[src/inc/fsp_pkg.sv]
package fsp_pkg;
	// ============================================================
	// Status bit positions.
	localparam int BIT_BUSY = 0;
	localparam int BIT_WEL = 1;
	localparam int BIT_BP0 = 2;
	localparam int BIT_BP3 = 5;
	localparam int BIT_AUTO = 6;
	localparam int BIT_LOCK = 7;
	// Power-up value of the protection level field.
	localparam logic [3:0] PROT_RESET = 4'h7;
	// ============================================================
	// Instruction codes.
	localparam logic [7:0] OP_READ = 8'h03;
	localparam logic [7:0] OP_FAST_READ = 8'h0B;
	localparam logic [7:0] OP_SECTOR_ERASE = 8'h20;
	localparam logic [7:0] OP_BLOCK32_ERASE = 8'h52;
	localparam logic [7:0] OP_BLOCK64_ERASE = 8'hD8;
	localparam logic [7:0] OP_CHIP_ERASE_A = 8'h60;
	localparam logic [7:0] OP_CHIP_ERASE_B = 8'hC7;
	localparam logic [7:0] OP_BYTE_PROG = 8'h02;
	localparam logic [7:0] OP_AUTO_PROG = 8'hAD;
	localparam logic [7:0] OP_STATUS_READ = 8'h05;
	localparam logic [7:0] OP_STATUS_WRITE = 8'h01;
	localparam logic [7:0] OP_WRITE_ENABLE = 8'h06;
	localparam logic [7:0] OP_WRITE_DISABLE = 8'h04;
	// Address field width and the base of each protected area.
	localparam int ADDR_W = 24;
	localparam logic [23:0] PROT_BASE_EIGHTH = 24'h070000;
	localparam logic [23:0] PROT_BASE_QUARTER = 24'h060000;
	localparam logic [23:0] PROT_BASE_HALF = 24'h040000;
	// Highest array address, last byte of the array.
	localparam logic [23:0] ADDR_TOP = 24'h07FFFF;
	// ============================================================
	// Internal operation times in microseconds and cycle counts at 40 MHz.
	localparam int CLK_MHZ = 40;
	localparam int T_PROG_US = 10;
	localparam int T_ERASE_US = 25000;
	localparam int T_CHIP_US = 50000;
	localparam int PROG_CYC = T_PROG_US * CLK_MHZ;
	localparam int ERASE_CYC = T_ERASE_US * CLK_MHZ;
	localparam int CHIP_CYC = T_CHIP_US * CLK_MHZ;
	// Frame decoder state.
	typedef enum logic [2:0] {
		FSP_OPCODE = 3'b000,
		FSP_ADDR = 3'b001,
		FSP_DATA = 3'b010,
		FSP_STATUS = 3'b011,
		FSP_DONE = 3'b100
	} fsp_state_t;
endpackage : fsp_pkg

[src/inc/fsp_link_if.sv]
`timescale 1ns/1ps
// ============================================================
// Synchronised link events between the front end and the decoder.
interface fsp_link_if;
	logic sel;
	logic frame_start;
	logic frame_end;
	logic rise;
	logic fall;
	logic din;
	modport front (output sel, output frame_start, output frame_end, output rise, output fall, output din);
	modport core (input sel, input frame_start, input frame_end, input rise, input fall, input din);
endinterface : fsp_link_if

[src/logic/fsp_status_core.sv]
`timescale 1ns/1ps
module fsp_status_core
	import fsp_pkg::*;
#(
	parameter int PROG_CYCLES = fsp_pkg::PROG_CYC,
	parameter int ERASE_CYCLES = fsp_pkg::ERASE_CYC,
	parameter int CHIP_CYCLES = fsp_pkg::CHIP_CYC
) (
	// Clock and reset.
	input wire logic clock,
	input wire logic rst_n,
	// Serial link pins.
	input wire logic chip_select_n,
	input wire logic serial_clock,
	input wire logic serial_in,
	output logic serial_out,
	output logic serial_out_oe,
	// Write-protect pin.
	input wire logic write_protect_n,
	// Status view.
	output logic [7:0] status_byte
);
	import fsp_pkg::*;

	// ============================================================
	// Reset release and pin sampling.
	logic [1:0] rst_pipe_ff;
	logic rst_sync_n;
	logic [2:0] wp_ff;
	logic wp_level_ff;
	fsp_link_if link ();

	// Release the reset through two flip-flops.
	always_ff @(posedge clock or negedge rst_n) begin
		if (!rst_n) begin
			rst_pipe_ff <= 2'h0;
		end else begin
			rst_pipe_ff <= {rst_pipe_ff[0], 1'b1};
		end
	end
	assign rst_sync_n = rst_pipe_ff[1];

	fsp_pin_sync u_sync (
		.clock(clock),
		.rst_sync_n(rst_sync_n),
		.chip_select_n(chip_select_n),
		.serial_clock(serial_clock),
		.serial_in(serial_in),
		.link(link)
	);

	// Sample the write-protect pin like the link pins.
	always_ff @(posedge clock or negedge rst_sync_n) begin
		if (!rst_sync_n) begin
			wp_ff <= 3'h7;
			wp_level_ff <= 1'b1;
		end else begin
			wp_ff <= {wp_ff[1:0], write_protect_n};
			if (wp_ff[1] == wp_ff[2]) begin
				wp_level_ff <= wp_ff[2];
			end
		end
	end

	// ============================================================
	// Status state.
	logic busy_ff;
	logic write_enable_latch_ff;
	logic auto_increment_program_ff;
	logic [3:0] protect_level_ff;
	logic protect_lock_ff;
	logic [31:0] busy_cnt_ff;

	assign status_byte = {protect_lock_ff, auto_increment_program_ff, protect_level_ff,
		write_enable_latch_ff, busy_ff};

	// True when the address lies inside the area selected by the low three level bits.
	function automatic logic is_protected(input logic [3:0] lvl, input logic [23:0] addr);
		logic hit;
		hit = 1'b0;
		case (lvl[2:0])
			3'b000: hit = 1'b0;
			3'b001: hit = addr[18:0] >= PROT_BASE_EIGHTH[18:0];
			3'b010: hit = addr[18:0] >= PROT_BASE_QUARTER[18:0];
			3'b011: hit = addr[18:0] >= PROT_BASE_HALF[18:0];
			default: hit = 1'b1;
		endcase
		return hit;
	endfunction : is_protected

	// ============================================================
	// Frame decoder.
	fsp_state_t state_ff;
	logic [7:0] shift_ff;
	logic [2:0] bit_cnt_ff;
	logic [1:0] byte_cnt_ff;
	logic [7:0] opcode_ff;
	logic [23:0] addr_ff;
	logic [7:0] data_ff;
	logic [7:0] out_shift_ff;
	logic out_active_ff;
	logic [7:0] rx_byte;
	logic byte_done;

	assign rx_byte = {shift_ff[6:0], link.din};
	assign byte_done = link.sel && link.rise && (bit_cnt_ff == 3'h7);

	// Bit and byte framing; a new frame restarts the count.
	always_ff @(posedge clock or negedge rst_sync_n) begin
		if (!rst_sync_n) begin
			shift_ff <= 8'h00;
			bit_cnt_ff <= 3'h0;
		end else if (link.frame_start) begin
			bit_cnt_ff <= 3'h0;
		end else if (link.sel && link.rise) begin
			shift_ff <= rx_byte;
			bit_cnt_ff <= bit_cnt_ff + 3'h1;
		end
	end

	// Command phases; the start or the end of a frame returns the state to FSP_OPCODE.
	always_ff @(posedge clock or negedge rst_sync_n) begin
		if (!rst_sync_n) begin
			state_ff <= FSP_OPCODE;
			opcode_ff <= 8'h00;
			addr_ff <= 24'h000000;
			data_ff <= 8'h00;
			byte_cnt_ff <= 2'h0;
		end else if (link.frame_start || link.frame_end) begin
			state_ff <= FSP_OPCODE;
			byte_cnt_ff <= 2'h0;
		end else if (byte_done) begin
			case (state_ff)
				FSP_OPCODE: begin
					// A command refused while busy keeps no opcode, so it cannot run once busy ends.
					opcode_ff <= (busy_ff && rx_byte != OP_STATUS_READ) ? 8'h00 : rx_byte;
					if (rx_byte == OP_STATUS_READ) begin
						state_ff <= FSP_STATUS;
					end else if (busy_ff) begin
						state_ff <= FSP_DONE;
					end else if (rx_byte == OP_STATUS_WRITE) begin
						state_ff <= FSP_DATA;
					end else if (rx_byte == OP_BYTE_PROG || rx_byte == OP_AUTO_PROG || rx_byte == OP_SECTOR_ERASE
						|| rx_byte == OP_BLOCK32_ERASE || rx_byte == OP_BLOCK64_ERASE) begin
						state_ff <= FSP_ADDR;
					end else begin
						state_ff <= FSP_DONE;
					end
				end
				FSP_ADDR: begin
					addr_ff <= {addr_ff[15:0], rx_byte};
					byte_cnt_ff <= byte_cnt_ff + 2'h1;
					if (byte_cnt_ff == 2'h2) begin
						state_ff <= (opcode_ff == OP_BYTE_PROG || opcode_ff == OP_AUTO_PROG) ? FSP_DATA : FSP_DONE;
					end
				end
				FSP_DATA: begin
					data_ff <= rx_byte;
					state_ff <= FSP_DONE;
				end
				FSP_STATUS: state_ff <= FSP_STATUS;
				FSP_DONE: state_ff <= FSP_DONE;
				default: state_ff <= FSP_OPCODE;
			endcase
		end
	end

	// ============================================================
	// Command execution at the frame's end, only after complete cycles.
	logic exec;
	logic is_erase;
	logic is_chip;
	logic allowed;
	assign exec = link.frame_end && (bit_cnt_ff == 3'h0) && !busy_ff;
	assign is_erase = opcode_ff == OP_SECTOR_ERASE || opcode_ff == OP_BLOCK32_ERASE || opcode_ff == OP_BLOCK64_ERASE;
	assign is_chip = opcode_ff == OP_CHIP_ERASE_A || opcode_ff == OP_CHIP_ERASE_B;
	assign allowed = write_enable_latch_ff && !is_protected(protect_level_ff, addr_ff);

	// Write latch, busy timer, auto flag and protection bits.
	always_ff @(posedge clock or negedge rst_sync_n) begin
		if (!rst_sync_n) begin
			write_enable_latch_ff <= 1'b0;
			busy_ff <= 1'b0;
			busy_cnt_ff <= 32'h0;
			auto_increment_program_ff <= 1'b0;
			protect_level_ff <= PROT_RESET;
			protect_lock_ff <= 1'b0;
		end else begin
			if (busy_ff) begin
				busy_cnt_ff <= busy_cnt_ff - 32'h1;
				if (busy_cnt_ff == 32'h1) begin
					busy_ff <= 1'b0;
				end
			end
			if (exec && state_ff == FSP_DONE && opcode_ff == OP_WRITE_ENABLE) begin
				write_enable_latch_ff <= 1'b1;
			end
			if (exec && state_ff == FSP_DONE && opcode_ff == OP_WRITE_DISABLE) begin
				write_enable_latch_ff <= 1'b0;
				auto_increment_program_ff <= 1'b0;
			end
			if (exec && state_ff == FSP_DONE && opcode_ff == OP_STATUS_WRITE && write_enable_latch_ff) begin
				write_enable_latch_ff <= 1'b0;
				if (wp_level_ff || !protect_lock_ff) begin
					protect_level_ff <= data_ff[BIT_BP3:BIT_BP0];
					protect_lock_ff <= data_ff[BIT_LOCK];
				end
			end
			if (exec && state_ff == FSP_DONE && (opcode_ff == OP_BYTE_PROG || opcode_ff == OP_AUTO_PROG || is_erase)) begin
				if (allowed) begin
					busy_ff <= 1'b1;
					busy_cnt_ff <= is_erase ? ERASE_CYCLES : PROG_CYCLES;
					auto_increment_program_ff <= opcode_ff == OP_AUTO_PROG;
					if (opcode_ff != OP_AUTO_PROG || addr_ff[18:0] == ADDR_TOP[18:0]) begin
						write_enable_latch_ff <= 1'b0;
						auto_increment_program_ff <= 1'b0;
					end
				end
			end
			if (exec && state_ff == FSP_DONE && is_chip) begin
				if (write_enable_latch_ff && protect_level_ff == 4'h0) begin
					busy_ff <= 1'b1;
					busy_cnt_ff <= CHIP_CYCLES;
					write_enable_latch_ff <= 1'b0;
				end
			end
		end
	end

	// ============================================================
	// Status output: loaded at the start of each byte, shifted on falling edges.
	always_ff @(posedge clock or negedge rst_sync_n) begin
		if (!rst_sync_n) begin
			out_shift_ff <= 8'h00;
			out_active_ff <= 1'b0;
		end else if (!link.sel) begin
			out_active_ff <= 1'b0;
		end else if (byte_done && (state_ff == FSP_STATUS || (state_ff == FSP_OPCODE && rx_byte == OP_STATUS_READ))) begin
			out_shift_ff <= status_byte;
			out_active_ff <= 1'b1;
		end else if (link.fall && out_active_ff && bit_cnt_ff != 3'h0) begin
			out_shift_ff <= {out_shift_ff[6:0], 1'b0};
		end
	end

	// Drive the output pin from the shifter during a status read.
	always_ff @(posedge clock or negedge rst_sync_n) begin
		if (!rst_sync_n) begin
			serial_out <= 1'b0;
			serial_out_oe <= 1'b0;
		end else begin
			serial_out_oe <= out_active_ff && link.sel;
			if (link.fall && out_active_ff) begin
				serial_out <= (bit_cnt_ff == 3'h0) ? out_shift_ff[7] : out_shift_ff[6];
			end
		end
	end
endmodule : fsp_status_core

[src/logic/fsp_pin_sync.sv]
`timescale 1ns/1ps
// ============================================================
// Three-stage sampling of the link pins and edge detection.
module fsp_pin_sync (
	// Clock and reset.
	input wire logic clock,
	input wire logic rst_sync_n,
	// Pins.
	input wire logic chip_select_n,
	input wire logic serial_clock,
	input wire logic serial_in,
	// Events.
	fsp_link_if.front link
);
	logic [2:0] cs_ff;
	logic [2:0] sck_ff;
	logic [2:0] si_ff;
	logic cs_level_ff;
	logic sck_level_ff;

	// Shift the pins in; a level counts once stages two and three agree.
	always_ff @(posedge clock or negedge rst_sync_n) begin
		if (!rst_sync_n) begin
			cs_ff <= 3'h7;
			sck_ff <= 3'h0;
			si_ff <= 3'h0;
			cs_level_ff <= 1'b1;
			sck_level_ff <= 1'b0;
		end else begin
			cs_ff <= {cs_ff[1:0], chip_select_n};
			sck_ff <= {sck_ff[1:0], serial_clock};
			si_ff <= {si_ff[1:0], serial_in};
			if (cs_ff[1] == cs_ff[2]) begin
				cs_level_ff <= cs_ff[2];
			end
			if (sck_ff[1] == sck_ff[2]) begin
				sck_level_ff <= sck_ff[2];
			end
		end
	end

	// Edge events derived from the filtered levels.
	assign link.sel = !cs_level_ff;
	assign link.frame_start = cs_level_ff && (cs_ff[1] == cs_ff[2]) && !cs_ff[2];
	assign link.frame_end = !cs_level_ff && (cs_ff[1] == cs_ff[2]) && cs_ff[2];
	assign link.rise = !sck_level_ff && (sck_ff[1] == sck_ff[2]) && sck_ff[2];
	assign link.fall = sck_level_ff && (sck_ff[1] == sck_ff[2]) && !sck_ff[2];
	assign link.din = si_ff[2];
endmodule : fsp_pin_sync

[config.mk]
export PLATFORM = sky130hd
export DESIGN_NAME = fsp_status_core
export DESIGN_NICKNAME = d
export VERILOG_FILES = /design/src/inc/fsp_pkg.sv /design/src/inc/fsp_link_if.sv /design/src/logic/fsp_status_core.sv /design/src/logic/fsp_pin_sync.sv
export SDC_FILE = /design/constraint.sdc
export NUM_CORES = 1
export LEC_CHECK = 0
export BUFFER_PORTS_ARGS = -buffer_cell sky130_fd_sc_hd__buf_2
export CAP_MARGIN = 20
export CORE_MARGIN = 8
export CORE_UTILIZATION = 60
export CTS_BUF_LIST = sky130_fd_sc_hd__clkbuf_2 sky130_fd_sc_hd__clkbuf_4 sky130_fd_sc_hd__clkbuf_8
export DETAILED_ROUTE_END_ITERATION = 10
export PLACE_DENSITY = 0.77
export SETUP_SLACK_MARGIN = 0.02
export SYNTH_ARGS = -nofsm -noshare
export SYNTH_HDL_FRONTEND = slang
export SYNTH_SLANG_ARGS = --single-unit
[constraint.sdc]
create_clock -name clock -period 9.1 [get_ports clock]
set_input_delay 0.91 -clock clock [delete_from_list [all_inputs] [get_ports clock]]
set_output_delay 0.91 -clock clock [all_outputs]
set_load 0.03 [all_outputs]
==> qor.yml <==
sta:
  slew_headroom: 0.373
  skew_ns: 0.00964
  final_max_slew_viol_count: 0
  setup_viol: 0
  fin_setup_tns_ns: 0
  final_hold_viol_count: 0
  worst_pin_slew_ns: 0.933
  fmax_mhz: 416
  period_share: 0.264
  rsz0062_at_grt: "false"
  fin_hold_ws_ns: 0.251
  finalWorstPathRequiredPeriod_ns: 2.40
power:
  vdd_drop_max_v: 0.000147
  power_leakage_nw: 2.80
  power_density_nw_per_um2: 183
final_layout:
  n_fill_cell: 665
  final_util: 0.680
  area.growth.synth_to_final_pct: 9.32
  regArea_um2: 2900
  num_antenna_cells: 0
  multi_input_area_um2: 2390
  drive_above_1_share: 0.200
  nNetsFinal: 529
  final_cell_area_um2: 5960
placement:
  place_area_um2: 5550
  dp_hpwl_um: 7440
  globalplace.congestion: 0.819
  numPortBuffers: 15
worst_setup_path:
  arrival_ns: 2.76
  critPathLaunch: "busy_ff"
  worstSetupPathType: "register to register"
  cp-endpoint: "busy_ff"
  rrSetupSlack_ns: 6.70
  cp-end-kind: "register"
  reg2reg_from: "busy_ff"
  cp_max_fo: 20
  slowest_stage: "dfrtp_1"
  startpoint_type: "register"
  reg2reg_depth: 5
  worstPathRequired_ns: 9.45
  worst_r2r_endpoint: "busy_ff"
  slowest_delay_ns: 0.58
  crit_chain: "nor4b_2 -> and4_1 -> o311a_1 -> nand2b_4 -> o21bai_2"
yosys:
  ys_ff_latch: 115
  ys_seq_area_frac: 0.531
  synthFlopType: "dfrtp_1"
  ys_warn_count: 0
  synth.largest_area_cell: "dfrtp_1"
  synth.area.top_cells: "dfrtp_1 48%, mux2_2 5.8%, dfstp_2 5.3%, xnor2_1 3.7%, nand2_1 3.2%"
  syn_area_per_cell_um2: 10.8
  ys_types: 64
  yosysMostFrequentCell: "dfrtp_1"
  synthCells: 503
  async_flop_share: 1.00
  ys_top_cells_by_count: "104 x dfrtp_1, 47 x nand2_1, 34 x nor2_1"
  synth_top_area_frac: 0.478
  synth_fp_nets: 515
  synth_area_um2: 5450
  synth_edf_count: 0
detailed_routing:
  met1Wirelength_um: 4910
  wl_per_cell_um: 17.2
  dr.pass1.iters: 5
  met2_length_um: 5380
  vias: 3947
  routed-wl-met3_um: 417
  wirelength_um: 11000
  post-route-drc-count: 0
  routed.top_layer: "met4"
  ant_nets: 0
  via_per_inst: 6.19
  drt_iter0_markers: 247
clocking:
  clkSinkCount: 115
  insertion_delay_ns: 0.43
  clockRootBuffer: "clkbuf_8"
  clk_pin_slew_worst_paths_ns: 0.07
  cts_resized: 0
  post_cts_buffers: 0
  cts_tree: "built"
  hold_buffers: 0
  cts_buffer_depth: 2
  cts_buffers: 17
  h-tree-depth: 4
global_route:
  grt_usage: 0.181
  grt_max_degree: 58
  antenna_found_initial: 0
  grt_pass1_wl_um: 18600
  grt-ovfl-total: 0
  grt_pass1_vias: 3837
die:
  rows: 34
  die_x_um: 111
  dieArea_um2: 12400
  die_height_um: 111
  io_pins: 16
  core_area_um2: 8760
  initial_core_util: 0.622
min_path:
  hp-class: "primary input to async pin"
run_status:
  status: "finished clean"
job:
  max_cap_viol_count: 0
-- placed cells by master (no fill, tap or decap), types with 2 or more instances in the layout --
master	synthesis	routed
nor4bb_1	2	2
or2_2	6	6
o21a_1	4	4
or4_1	3	3
xnor2_1	23	23
nor2_1	34	34
or3_1	4	4
nor3_1	17	17
clkinvlp_4	0	5
and3_1	3	3
a31oi_1	3	3
nand2_1	47	47
maj3_1	3	3
buf_2	5	15
nand4_1	12	12
bufinv_16	0	2
buf_4	6	2
a22o_1	12	12
clkbuf_8	0	18
inv_1	11	11
and4_1	2	2
xor2_1	9	9
nor4_1	16	16
o31ai_1	5	5
mux2_2	28	28
dfstp_2	11	11
nand3_1	11	11
dfrtp_1	104	103
nand2b_1	6	6
nor2b_1	10	10
a21oi_1	12	12
nor3b_1	7	7
o21ai_0	30	30
nor4b_1	3	3
inv_6	0	5
ha_1	6	6
a21o_1	8	8
and2_1	2	2
-- where the power goes --
part	total (W)	leakage (nW)	internal [W]	switching (W)
registers	0.000559	1.54	0.000527	0.0000315
logic	0.0000569	1.06	0.0000244	0.0000325
clock network	0.000477	0.190	0.000258	0.000219
-- layout make-up --
cell class,instances,share of cell area
inverters,11,0.00693
repair buffers,17,0.0151
clock buffers,19,0.0428
well taps,108,0.0227
multi-input cells,355,0.401
clock inverters,13,0.0252
flip-flops and latches,115,0.486
-- cell families (layout without fill, tap and decap cells) --
family	after synthesis	in the layout	synth area share
and+or+nand+nor	197	197	0.200
DFF	115	115	0.531
AOI/OAI and AO/OA	87	87	0.107
buffers and inverters	33	60	0.0308
xor gates and xnor gates	32	32	0.0514
muxes	29	29	0.0597
adders and majority gates	9	9	0.0193
other	1	1	0.000688
-- state kept, by name, indices dropped and copies added, names as in the netlist, 2 cells and up --
signal            flops
addr_ff              19
bit_cnt_ff            3
busy_cnt_ff          32
byte_cnt_ff           2
data_ff               5
opcode_ff             8
out_shift_ff          8
protect_level_ff      4
rst_pipe_ff           2
shift_ff              7
state_ff              3
u_sync.cs_ff          3
u_sync.sck_ff         3
u_sync.si_ff          3
wp_ff                 3
-- stage by stage --
| step | cells | total power, W | setup WS, ns |
|---|---|---|---|
| floorplan | 503 | 0.000604 | 5.68 |
| global placement | 606 | 0.000621 | 6.75 |
| CTS | 638 | 0.00110 | 6.71 |
| finish | 638 | 0.00109 | 6.70 |
| detailed placement | 606 | 0.000624 | 6.72 |
| global route | 638 | 0.00113 | 6.50 |
-- worst min path at each step --
| stage | startpoint | to | slack (ns) | cells past startpoint |
|---|---|---|---|---|
| after CTS | rst_n | rst_pipe_ff[1] | 0.23 | 1 |
| after global routing | rst_n | rst_pipe_ff[1] | 0.23 | 1 |
| final | rst_n | rst_pipe_ff[1] | 0.25 | 1 |
| after detailed placement | rst_pipe_ff[0] | rst_pipe_ff[1] | 0.34 | 0 |
| after floorplan | rst_pipe_ff[0] | rst_pipe_ff[1] | 0.33 | 0 |
| after global placement | u_sync.si_ff[1] | u_sync.si_ff[2] | 0.34 | 0 |
-- per-layer routing --
metal	GRT usage	vias up
li1	-	1823
met1	0.225	1984
met2	0.291	111
met3	0.0514	29
met4	0.0747	0
met5	0	-
-- critical path: cells and delay by family (launching register included) --
| kind | cells | cell delay [ns] |
|---|---|---|
| flops | 1 | 0.58 |
| compound gates | 2 | 0.56 |
| simple gates | 3 | 1.18 |
No activity file was read; power rests on OpenSTA's default activity.
